**config.mk**
```make
export PLATFORM = sky130hd
export DESIGN_NAME = scs_sequencer
export DESIGN_NICKNAME = d
export VERILOG_FILES = /design/src/logic/scs_pkg.sv /design/src/logic/scs_sync.sv /design/src/logic/scs_sequencer.sv
export SDC_FILE = /design/constraint.sdc
export NUM_CORES = 1
export LEC_CHECK = 0
export BUFFER_PORTS_ARGS = -buffer_cell sky130_fd_sc_hd__buf_2
export CAP_MARGIN = 30
export CORE_ASPECT_RATIO = 1.5
export CORE_MARGIN = 2
export CORE_UTILIZATION = 55
export DETAILED_ROUTE_END_ITERATION = 7
export PLACE_DENSITY = 0.77
export SLEW_MARGIN = 30
export SYNTH_ARGS = -nofsm -noshare
export SYNTH_HDL_FRONTEND = slang
export SYNTH_SLANG_ARGS = --single-unit
```
**constraint.sdc**
```tcl
create_clock -name clk -period 15.15 [get_ports clk]
set_input_delay 1.515 -clock clk [delete_from_list [all_inputs] [get_ports clk]]
set_output_delay 1.515 -clock clk [all_outputs]
set_load 0.005 [all_outputs]
```
**src/logic/scs_pkg.sv**
```systemverilog
// Purpose: Shared constants and types for the commutation sequencer
// Assumes: 125 MHz system clock
// Notes: Phase bit 0 is A, bit 1 is B, bit 2 is C
package scs_pkg;

    // System clock rate and charge pump oscillator
    localparam int unsigned CLK_HZ = 125_000_000;
    localparam int unsigned PUMP_HZ = 300_000;
    // Half pump period in clock cycles, rounded down
    localparam int unsigned PUMP_HALF_CYC = CLK_HZ / (2 * PUMP_HZ);

    // Coast time before active braking, in microseconds
    localparam int unsigned BRAKE_DLY_US = 2000;
    localparam int unsigned BRAKE_DLY_CYC = BRAKE_DLY_US * (CLK_HZ / 1_000_000);

    // Commutation steps per mechanical revolution, and the last of the six drive states
    localparam logic [4:0] STEPS_8POLE = 5'h18;
    localparam logic [4:0] STEPS_4POLE = 5'h0C;
    localparam logic [2:0] LAST_STEP = 3'h5;

    // Reset values
    localparam logic [2:0] STEP_RST = 3'h0;
    localparam logic SPIN_RST = 1'b0;

    // Per drive state: sourcing phase, sinking phase, sensed phase
    localparam logic [2:0] HI_TAB [0:5] = '{3'h1, 3'h1, 3'h2, 3'h2, 3'h4, 3'h4};
    localparam logic [2:0] LO_TAB [0:5] = '{3'h2, 3'h4, 3'h4, 3'h1, 3'h1, 3'h2};
    localparam logic [1:0] SNS_TAB [0:5] = '{2'h2, 2'h1, 2'h0, 2'h2, 2'h1, 2'h0};

    // Operating modes of the output stage
    typedef enum logic [1:0] {
        MODE_COAST = 2'b00,
        MODE_BRAKE = 2'b01,
        MODE_RUN = 2'b10
    } scs_mode_t;

endpackage : scs_pkg

```
**src/logic/scs_sync.sv**
```systemverilog
// Purpose: Three-stage synchroniser for asynchronous pin inputs
// Assumes: Inputs are slow compared with the clock
// Notes: Output follows only when the second and third stages agree
`timescale 1ns/10ps
`default_nettype none
module scs_sync #(
    parameter int W = 1
) (
    input wire logic clk,
    input wire logic rst,
    input wire logic [W-1:0] d,
    output logic [W-1:0] q
);

    logic [W-1:0] s1_q;
    logic [W-1:0] s2_q;
    logic [W-1:0] s3_q;
    logic [W-1:0] out_q;
    logic [W-1:0] agree;

    // Width check
    if (W < 1)
    begin : g_bad_w
        $error("scs_sync: W must be at least 1");
    end

    // Shift chain, first stage feeds only the second
    always_ff @(posedge clk or posedge rst)
    begin
        if (rst)
        begin
            s1_q <= '0;
            s2_q <= '0;
            s3_q <= '0;
        end
        else
        begin
            s1_q <= d;
            s2_q <= s1_q;
            s3_q <= s2_q;
        end
    end

    // Accept a bit once stages two and three hold the same value
    assign agree = ~(s2_q ^ s3_q);

    always_ff @(posedge clk or posedge rst)
    begin
        if (rst)
            out_q <= '0;
        else
            out_q <= (agree & s3_q) | (~agree & out_q);
    end

    assign q = out_q;

endmodule : scs_sync
`default_nettype wire

```
**src/logic/scs_sequencer.sv**
```systemverilog
// Purpose: Sensorless three-phase spindle commutation sequencer
// Assumes: Pins are asynchronous; clk is 125 MHz; rst async high
// Notes: Phase bit 0 is A, 1 is B, 2 is C
`timescale 1ns/10ps
`default_nettype none
module scs_sequencer #(
    parameter int CW = 16,
    parameter int unsigned BRAKE_CYC = scs_pkg::BRAKE_DLY_CYC
) (
    input wire logic clk,
    input wire logic rst,
    input wire logic run_brake,
    input wire logic bemf_cmp,
    input wire logic ext_sync,
    input wire logic fb_ext_sel,
    input wire logic [2:0] phase_dly,
    input wire logic pole4_sel,
    input wire logic linear_mode,
    output logic [2:0] phase_hi,
    output logic [2:0] phase_lo,
    output logic [2:0] phase_lo_reg,
    output logic [1:0] bemf_mux,
    output logic spin_sense,
    output logic rev_tick,
    output logic pump_chg,
    output logic pump_xfr
);

    // Parameter checks
    if (CW < 8 || CW > 31)
    begin : g_bad_cw
        $error("scs_sequencer: CW must be 8 to 31");
    end
    if (BRAKE_CYC < 1)
    begin : g_bad_brk
        $error("scs_sequencer: BRAKE_CYC must be at least 1");
    end

    logic [8:0] pins_s;
    logic run_s, bemf_s, ext_s, fbsel_s, pole4_s, lin_s;
    logic [2:0] dly_s;
    logic bemf_p_q, ext_p_q;
    logic fb_evt, zc_take, commute;
    scs_pkg::scs_mode_t mode_q, mode_d;
    logic [2:0] step_q, step_d;
    logic [31:0] brk_cnt_q;
    logic [CW-1:0] ivl_q, period_q, dly_cnt_q, msk_cnt_q;
    logic [CW-1:0] p16, dly_sub, dly_val, quarter;
    logic pend_q, mask_q, spin_q, seen_q, rev_q;
    logic [4:0] rev_cnt_q, rev_lim;
    logic [2:0] hi_d, lo_d, lreg_d, hi_q, lo_q, lreg_q;
    logic [1:0] sns_q;
    logic [8:0] pump_cnt_q;
    logic pump_ph_q, pump_chg_q, pump_xfr_q;

    // Pin synchronisers
    scs_sync #(.W(9)) u_sync (
        .clk(clk),
        .rst(rst),
        .d({linear_mode, pole4_sel, phase_dly, fb_ext_sel, ext_sync,
            bemf_cmp, run_brake}),
        .q(pins_s)
    );
    assign run_s = pins_s[0];
    assign bemf_s = pins_s[1];
    assign ext_s = pins_s[2];
    assign fbsel_s = pins_s[3];
    assign dly_s = pins_s[6:4];
    assign pole4_s = pins_s[7];
    assign lin_s = pins_s[8];

    // Edge memory for feedback sources
    always_ff @(posedge clk or posedge rst)
    begin
        if (rst)
        begin
            bemf_p_q <= 1'b0;
            ext_p_q <= 1'b0;
        end
        else
        begin
            bemf_p_q <= bemf_s;
            ext_p_q <= ext_s;
        end
    end

    // Feedback event: comparator change or external rising pulse
    assign fb_evt = fbsel_s ? (ext_s & ~ext_p_q)
                            : (bemf_s ^ bemf_p_q);
    // Crossing taken only when unmasked and no commutation pending
    assign zc_take = (mode_q == scs_pkg::MODE_RUN) && !mask_q
                     && !pend_q && fb_evt;
    assign commute = (mode_q == scs_pkg::MODE_RUN) && pend_q
                     && (dly_cnt_q == '0);

    // Delay is half the last interval less dly/16 of it
    assign p16 = period_q >> 4;
    assign dly_sub = (dly_s[0] ? p16 : '0) + (dly_s[1] ? (p16 << 1) : '0)
                     + (dly_s[2] ? (p16 << 2) : '0);
    assign dly_val = (period_q >> 1) - dly_sub;
    assign quarter = period_q >> 2;

    // Next mode and drive state
    always_comb
    begin
        mode_d = mode_q;
        step_d = step_q;
        case (mode_q)
            scs_pkg::MODE_RUN:
            begin
                if (!run_s)
                    mode_d = scs_pkg::MODE_COAST;
                else if (commute)
                    step_d = (step_q == scs_pkg::LAST_STEP) ? 3'h0
                             : step_q + 3'h1;
            end
            scs_pkg::MODE_COAST:
            begin
                if (run_s)
                    mode_d = scs_pkg::MODE_RUN;
                else if (brk_cnt_q <= 32'h1)
                    mode_d = scs_pkg::MODE_BRAKE;
            end
            scs_pkg::MODE_BRAKE:
            begin
                if (run_s)
                    mode_d = scs_pkg::MODE_RUN;
            end
            default:
                mode_d = scs_pkg::MODE_COAST;
        endcase
    end

    // Mode and step registers
    always_ff @(posedge clk or posedge rst)
    begin
        if (rst)
        begin
            mode_q <= scs_pkg::MODE_COAST;
            step_q <= scs_pkg::STEP_RST;
        end
        else
        begin
            mode_q <= mode_d;
            step_q <= step_d;
        end
    end

    // Brake delay timer, reloaded every cycle in run mode, counted down while coasting
    always_ff @(posedge clk or posedge rst)
    begin
        if (rst)
            brk_cnt_q <= BRAKE_CYC;
        else if (mode_q == scs_pkg::MODE_RUN)
            brk_cnt_q <= BRAKE_CYC;
        else if (mode_q == scs_pkg::MODE_COAST && brk_cnt_q != 32'h0)
            brk_cnt_q <= brk_cnt_q - 32'h1;
    end

    // Interval counter saturates at its maximum
    always_ff @(posedge clk or posedge rst)
    begin
        if (rst)
        begin
            ivl_q <= '0;
            period_q <= '1;
        end
        else if (commute)
        begin
            ivl_q <= '0;
            period_q <= ivl_q;
        end
        else if (mode_q == scs_pkg::MODE_RUN && ivl_q != '1)
            ivl_q <= ivl_q + 1'b1;
    end

    // Pending commutation and its delay counter
    always_ff @(posedge clk or posedge rst)
    begin
        if (rst)
        begin
            pend_q <= 1'b0;
            dly_cnt_q <= '0;
        end
        else if (mode_q != scs_pkg::MODE_RUN || commute)
            pend_q <= 1'b0;
        else if (zc_take)
        begin
            pend_q <= 1'b1;
            dly_cnt_q <= dly_val;
        end
        else if (pend_q)
            dly_cnt_q <= dly_cnt_q - 1'b1;
    end

    // Blanking mask: set on crossing, held until quarter count expires
    always_ff @(posedge clk or posedge rst)
    begin
        if (rst)
        begin
            mask_q <= 1'b0;
            msk_cnt_q <= '0;
        end
        else if (mode_q != scs_pkg::MODE_RUN)
        begin
            mask_q <= 1'b0;
            msk_cnt_q <= '0;
        end
        else if (zc_take)
            mask_q <= 1'b1;
        else if (commute)
        begin
            msk_cnt_q <= quarter;
            if (quarter == '0)
                mask_q <= 1'b0;
        end
        else if (msk_cnt_q != '0)
        begin
            msk_cnt_q <= msk_cnt_q - 1'b1;
            if (msk_cnt_q == 1)
                mask_q <= 1'b0;
        end
    end

    // Spin sense starts low and toggles on each crossing
    always_ff @(posedge clk or posedge rst)
    begin
        if (rst)
        begin
            spin_q <= scs_pkg::SPIN_RST;
            seen_q <= 1'b0;
        end
        else if (zc_take)
        begin
            spin_q <= ~spin_q;
            seen_q <= 1'b1;
        end
    end

    // Revolution counter, one pulse per mechanical turn
    assign rev_lim = pole4_s ? scs_pkg::STEPS_4POLE : scs_pkg::STEPS_8POLE;
    always_ff @(posedge clk or posedge rst)
    begin
        if (rst)
        begin
            rev_cnt_q <= 5'h0;
            rev_q <= 1'b0;
        end
        else
        begin
            rev_q <= 1'b0;
            if (commute)
            begin
                if (rev_cnt_q >= rev_lim - 5'h1)
                begin
                    rev_cnt_q <= 5'h0;
                    rev_q <= 1'b1;
                end
                else
                    rev_cnt_q <= rev_cnt_q + 5'h1;
            end
        end
    end

    // Drive pattern from next mode and step
    always_comb
    begin
        hi_d = 3'h0;
        lo_d = 3'h0;
        lreg_d = 3'h0;
        if (mode_d == scs_pkg::MODE_BRAKE)
            lo_d = 3'h7;
        else if (mode_d == scs_pkg::MODE_RUN)
        begin
            hi_d = scs_pkg::HI_TAB[step_d];
            if (lin_s)
                lreg_d = scs_pkg::LO_TAB[step_d];
            else
                lo_d = scs_pkg::LO_TAB[step_d];
        end
    end

    // Output stage registers
    always_ff @(posedge clk or posedge rst)
    begin
        if (rst)
        begin
            hi_q <= 3'h0;
            lo_q <= 3'h0;
            lreg_q <= 3'h0;
            sns_q <= scs_pkg::SNS_TAB[scs_pkg::STEP_RST];
        end
        else
        begin
            hi_q <= hi_d;
            lo_q <= lo_d;
            lreg_q <= lreg_d;
            sns_q <= scs_pkg::SNS_TAB[step_d];
        end
    end

    // Charge pump phases with one dead cycle at each swap
    always_ff @(posedge clk or posedge rst)
    begin
        if (rst)
        begin
            pump_cnt_q <= 9'h0;
            pump_ph_q <= 1'b0;
            pump_chg_q <= 1'b0;
            pump_xfr_q <= 1'b0;
        end
        else
        begin
            if (pump_cnt_q == 9'h0)
            begin
                pump_cnt_q <= 9'(scs_pkg::PUMP_HALF_CYC - 1);
                pump_ph_q <= ~pump_ph_q;
            end
            else
                pump_cnt_q <= pump_cnt_q - 9'h1;
            pump_chg_q <= ~pump_ph_q && (pump_cnt_q != 9'h0);
            pump_xfr_q <= pump_ph_q && (pump_cnt_q != 9'h0);
        end
    end

    assign phase_hi = hi_q;
    assign phase_lo = lo_q;
    assign phase_lo_reg = lreg_q;
    assign bemf_mux = sns_q;
    assign spin_sense = spin_q;
    assign rev_tick = rev_q;
    assign pump_chg = pump_chg_q;
    assign pump_xfr = pump_xfr_q;
endmodule : scs_sequencer
`default_nettype wire

```
# [Word level (Yosys, flattened, before mapping)]
# Memory sizes are Yosys's and may differ from the RTL's. A register that Yosys moved wholly into a read port is not among the register bits.
# Index checks and enable logic that the tools add are counted.
# Widths: inputs -> output; s select.
[op_classes] eq_ne=10 reduce_logical=29 muxes=48 n_lt_le_gt_ge=3 n_addsub=11 n_bitwise=13
[op_table] cell="$mux 16" count=8
[op_table] cell="$mux 32" count=2
[op_table] cell="$mux 3" count=16
[op_table] cell="$le 32x1->1 const B" count=1
[op_table] cell="$logic_not 16->1" count=2
[op_table] cell="$reduce_bool 32->1" count=1
[op_table] cell="$sub 16x1->16 const B" count=2
[op_table] cell="$sub 32x1->32 const B" count=1
[op_table] cell="$and 9x9->9" count=2
[op_table] cell="$not 9->9" count=2
[op_table] cell="$add 16x1->16 const B" count=1
[op_table] cell="$eq 16x1->1 const B" count=1
[op_table] cell="$ne 16x16->1 const B" count=1
[op_table] cell="$reduce_bool 16->1" count=1
[op_table] cell="$sub 15x15->16" count=1
[op_table] cell="$add 14x14->15" count=1
[op_table] cell="$add 12x13->14" count=1
[op_table] cell="$mux 14" count=1
[op_table] cell="$mux 13" count=1
[op_table] cell="$mux 12" count=1
[op_table] cell="$mux 1" count=11
[op_table] cell="$mux 5" count=2
[op_table] cell="$logic_and 1x1->1" count=9
[op_table] cell="$logic_not 9->1" count=1
[op_table] cell="30 further kinds" count=44
[totals] mem_count=3 word_cells=142 input_bits=11 rom_bits=64 regBits=169 output_inout_bits=15
[memory_table] name="(name not given)" depth=8 word_bits=3 rd=1 rd_clocked_by_memory_dff=0 wr=0 line="scs_sequencer.sv:279" text="lo_d = scs_pkg::LO_TAB[step_d];"
[memory_table] name="(name not given)" depth=8 word_bits=3 rd=1 rd_clocked_by_memory_dff=0 wr=0 line="scs_sequencer.sv:275" text="hi_d = scs_pkg::HI_TAB[step_d];"
[memory_table] name="(name not given)" depth=8 word_bits=2 rd=1 rd_clocked_by_memory_dff=1 wr=0 line="scs_sequencer.sv:298" text="sns_q <= scs_pkg::SNS_TAB[step_d];"

# [Longest topological paths before layout]
[logic_depth] word_depth=13 mapped_depth=15 mapped_depth_nobuf=13

# [By module]
# From an unflattened synthesis, not the netlist that was laid out.
[unflattened] cells_unflattened=989 area_unflattened_um2=9505.4
[modules_own_cells] module="scs_sequencer" area_each_um2=8499.4 cells_each=943 seq_area_each_um2=3382.0 instances=1
[modules_own_cells] module="scs_sync" area_each_um2=1006.0 cells_each=46 seq_area_each_um2=900.9 instances=1

# [Least setup slack after synthesis]
# OpenSTA, ideal clock, no wires.
[synth_path] kind="register -> register" start="reg with a tool-made name" end="reg dly_cnt_q[14]" n_path_buf=2 path_slack_ns=11.462 path_stages_with_launch=15 period_less_slack_ns=3.688 t_required_ns=15.063 setup_time_ns=0.087 arrival_time_ns=3.601 cell_sequence="dfrtp_1 clkbuf_1 nand2_1 fa_1 inv_1 fa_1 inv_1 ha_1 clkbuf_1 nor3_1 nor2_1 a2111oi_0 nor4_1 mux2_2 o211ai_1"
[synth_rtl] element="to (signal assigned)" line="scs_sequencer.sv:190" text="dly_cnt_q <= dly_val;"
[synth_rtl] element="to (signal assigned)" line="scs_sequencer.sv:193" text="dly_cnt_q <= dly_cnt_q - 1'b1;"
[synth_rtl] element="to (decl)" line="scs_sequencer.sv:47" text="logic [CW-1:0] ivl_q, period_q, dly_cnt_q, msk_cnt_q;"

==> flow_summary.toml <==
[status]
status = "finished clean"

[power_and_ir_drop]
switching_share_pct = 34.8
intPower_mw = 0.913
power.switching_mw = 0.487
p_clk_share_pct = 32.3
leakage_nw = 4.76
p_per_area_nw_per_um2 = 136
seqPwrFrac_pct = 42.7
combPwrFrac_pct = 25.1
vdd_drop_max_v = 0.000113

[clocking]
hold_buffers = 0
path_clk_slew_ns = 0.08
clock-root-buffer = "clkbuf_16"
ctsResizeCount = 0
cts_tree = "yes"
clock_latency_ns = 0.43
cts_setup_buffers = 0
clk_path_buf_depth = 2
numCtsBuffers = 17
cts.sink_count = 170
cts.htree.levels = 4

[final_layout]
regMostFlops = "brk_cnt_q"
nNetsFinal = 1063
final_cell_mix = "147 x dfrtp_1, 110 x nor2_1, 107 x nand2_1"
layout_commonest_cell = "dfrtp_1"
area_growth_syn_to_layout_pct = 10.4
antenna_cells = 0
final_core_util_pct = 61.6
largest_reg_flops = 32
drive_gt1_share_pct = 10.9

[sta]
slew_headroom_pct = 39.1
worstMarginPinSlew_ns = 0.902
drv_slew = 0
finalSetupViolCount = 0
period_share_pct = 27.1
hold_violations = 0
fmax_mhz = 244
finalSetupTns_ns = 0
min_period_ns = 4.10
fin_skew_ns = 0.0143
setup_slack_ns = 11.05
rsz0062_at_grt = "false"

[grt]
globalRoute.totalOverflow = 0
track_usage_pct = 24.5
grt_pass1_wl_um = 34500
antenna_found_initial = 0
grt_start_max_net_pins = 102
grt_pass1_vias = 7301

[die]
die_w_um = 110
die_h_um = 163
rows = 58
initial_core_util_pct = 55.8
pin_count = 26
core_sq_um = 16700
die_area_sq_um = 18000

[run]
max_cap_viol_count = 0

[yosys]
synth.distinct_cells = 67
yosysWarningCount = 0
synth_compound_area_share_pct = 11.0
synthCells = 978
synth_xor_area_share_pct = 6.77
synth-main-ff-cell = "dfrtp_1"
syn_nets = 1044
synth_edf_count = 0
syn_avg_cell_area_sq_um = 9.53
synth_adder_area_share_pct = 10.1
ys_seq_area_share_pct = 45.9
yosysTopAreaCellShare_pct = 39.5
synth_top_family_by_area = "simple AND/OR/NAND/NOR gates"
yosys.area.top_type = "dfrtp_1"
async_flop_share_pct = 100
synth_simple_gate_area_share_pct = 21.0
synth.area.mux_share_pct = 0.792
synth-seq-cells = 170
synth_area_sq_um = 9320
synth.area.top_cells = "dfrtp_1 39%, dfstp_2 6.5%, fa_1 4.7%, nor2_1 4.5%, ha_1 4.4%"

[worst_setup_path]
crit_path_max_incr_delay_ns = 0.82
crit_path_start_kind = "flip-flop"
cp_max_fo = 13
critPathKind = "reg -> reg"
path_cells = "nand2_1 -> fa_1 -> inv_1 -> fa_1 -> inv_1 -> ha_1 -> o21ai_0 -> o21ai_0 -> a2111oi_1 -> nor4_1 -> mux2_2 -> o211ai_1"
crit_family = "adder cells"
path_buf_inv = 2
critPathArrivalTime_ns = 4.44
cpMaxStageDelayCell = "a2111oi_1"
required_ns = 15.49
end_kind = "flip-flop"

[detailed_routing]
drt-total-wl_um = 20300
ant_nets = 0
drcViolationCount = 0
viasPerCell = 5.90
first_pass_iters = 5
vias = 7194
drtIter0Drc = 515
routedWlPerCell_um = 16.7

[placement]
routabilityCongestion = 0.877
port_buffers = 25
pre_cts_ws_ns = 11.14
hpwl_um = 13800

[hold_path]
hp-class = "reg -> reg"
## power groups by stage
stage	combinational (mW)	clock, mW	sequential, mW
3_3_place_gp	0.333	0	0.601
4_1_cts	0.348	0.457	0.596
3_5_place_dp	0.342	0	0.603
2_1_floorplan	0.276	0	0.583
6_report	0.351	0.452	0.597
5_1_grt	0.396	0.479	0.607
## worst paths after layout
check	start	end	slack [ns]	depth (start not counted)
max reg2reg	flip-flop	dly_cnt_q[14]$_DFFE_PP0P_	11.05	12
min in group asynchronous	rst	bemf_mux[0]$_DFF_PP0_	1.18	2
max	flip-flop	dly_cnt_q[14]$_DFFE_PP0P_	11.05	12
max in group asynchronous	rst	dly_cnt_q[9]$_DFFE_PP0P_	12.93	3
min	u_sync.s1_q[7]$_DFF_PP0_	u_sync.s2_q[7]$_DFF_PP0_	0.35	0
min reg2reg	u_sync.s1_q[7]$_DFF_PP0_	u_sync.s2_q[7]$_DFF_PP0_	0.35	0
## synthesized netlist by cell type (4+ instances only)
cell and instances:
xor2_1 35, mux2i_1 4, dfrtp_1 147, xnor2_1 37, o22ai_1 4, dfstp_2 23
o21ai_1 4, a21oi_1 31, nor4_1 20, o211ai_1 4, nor3_1 30, and2_1 19
inv_1 77, fa_1 22, maj3_1 9, nand2b_1 9, ha_1 33, o21ai_0 46
clkbuf_1 29, nor2b_1 8, a31oi_1 8, a211oi_1 14, and3_1 10, nand3_1 28
nor2_1 111, or4_1 6, or3_1 14, a21o_1 11, o31ai_1 4, nand2_1 108
nand4_1 14
## layer usage
| metal | up-vias | global-route usage (%) | wire length [um] |
|---|---|---|---|
| li1 | 3384 | - | - |
| met1 | 3543 | 29.0 | 7970 |
| met2 | 200 | 42.2 | 10700 |
| met3 | 67 | 4.19 | 825 |
| met4 | 0 | 12.4 | 848 |
| met5 | - | 0 | 0 |
## cells by family (layout without fill, tap and decap cells)
logic type               count (synthesis)  after routing
multiplexers                             7              7
XOR/XNOR                                72             72
adder cells (fa/ha/maj)                 64             64
AO/OA/AOI/OAI                          158            158
flip-flops                             170            170
AND/OR/NAND/NOR                        398            398
buffers and inverters                  109            141
## worst reg2reg max path: stages, from the launching register on
cell,delay (ns)
dfrtp_1,0.59
nand2_1,0.15
fa_1,0.56
inv_1,0.06
fa_1,0.49
inv_1,0.04
ha_1,0.34
o21ai_0,0.23
o21ai_0,0.16
a2111oi_1,0.82
nor4_1,0.13
mux2_2,0.31
o211ai_1,0.15
## per-stage QoR
| stage | instances | instance area (sq um) | power [mW] | hold slack, ns |
|---|---|---|---|---|
| 2_1_floorplan | 978 | 9320 | 0.859 | 0.331 |
| 3_3_place_gp | 1188 | 9650 | 0.934 | 0.331 |
| 3_5_place_dp | 1188 | 9650 | 0.945 | 0.335 |
| 4_1_cts | 1220 | 10300 | 1.40 | 0.353 |
| 5_1_grt | 1220 | 10300 | 1.48 | 0.356 |
| 6_report | 1220 | 10300 | 1.40 | 0.350 |
## cell type report
class / instances / area (sq um)
fillers: 1391 / 6400
multi-input cells: 699 / 4640
flip-flops and latches: 170 / 4280
clock buffers: 17 / 425
inverters: 77 / 297
well taps: 210 / 263
clock inverters: 15 / 198
repair buffers: 32 / 181
Power figures use the tool's default switching activity.
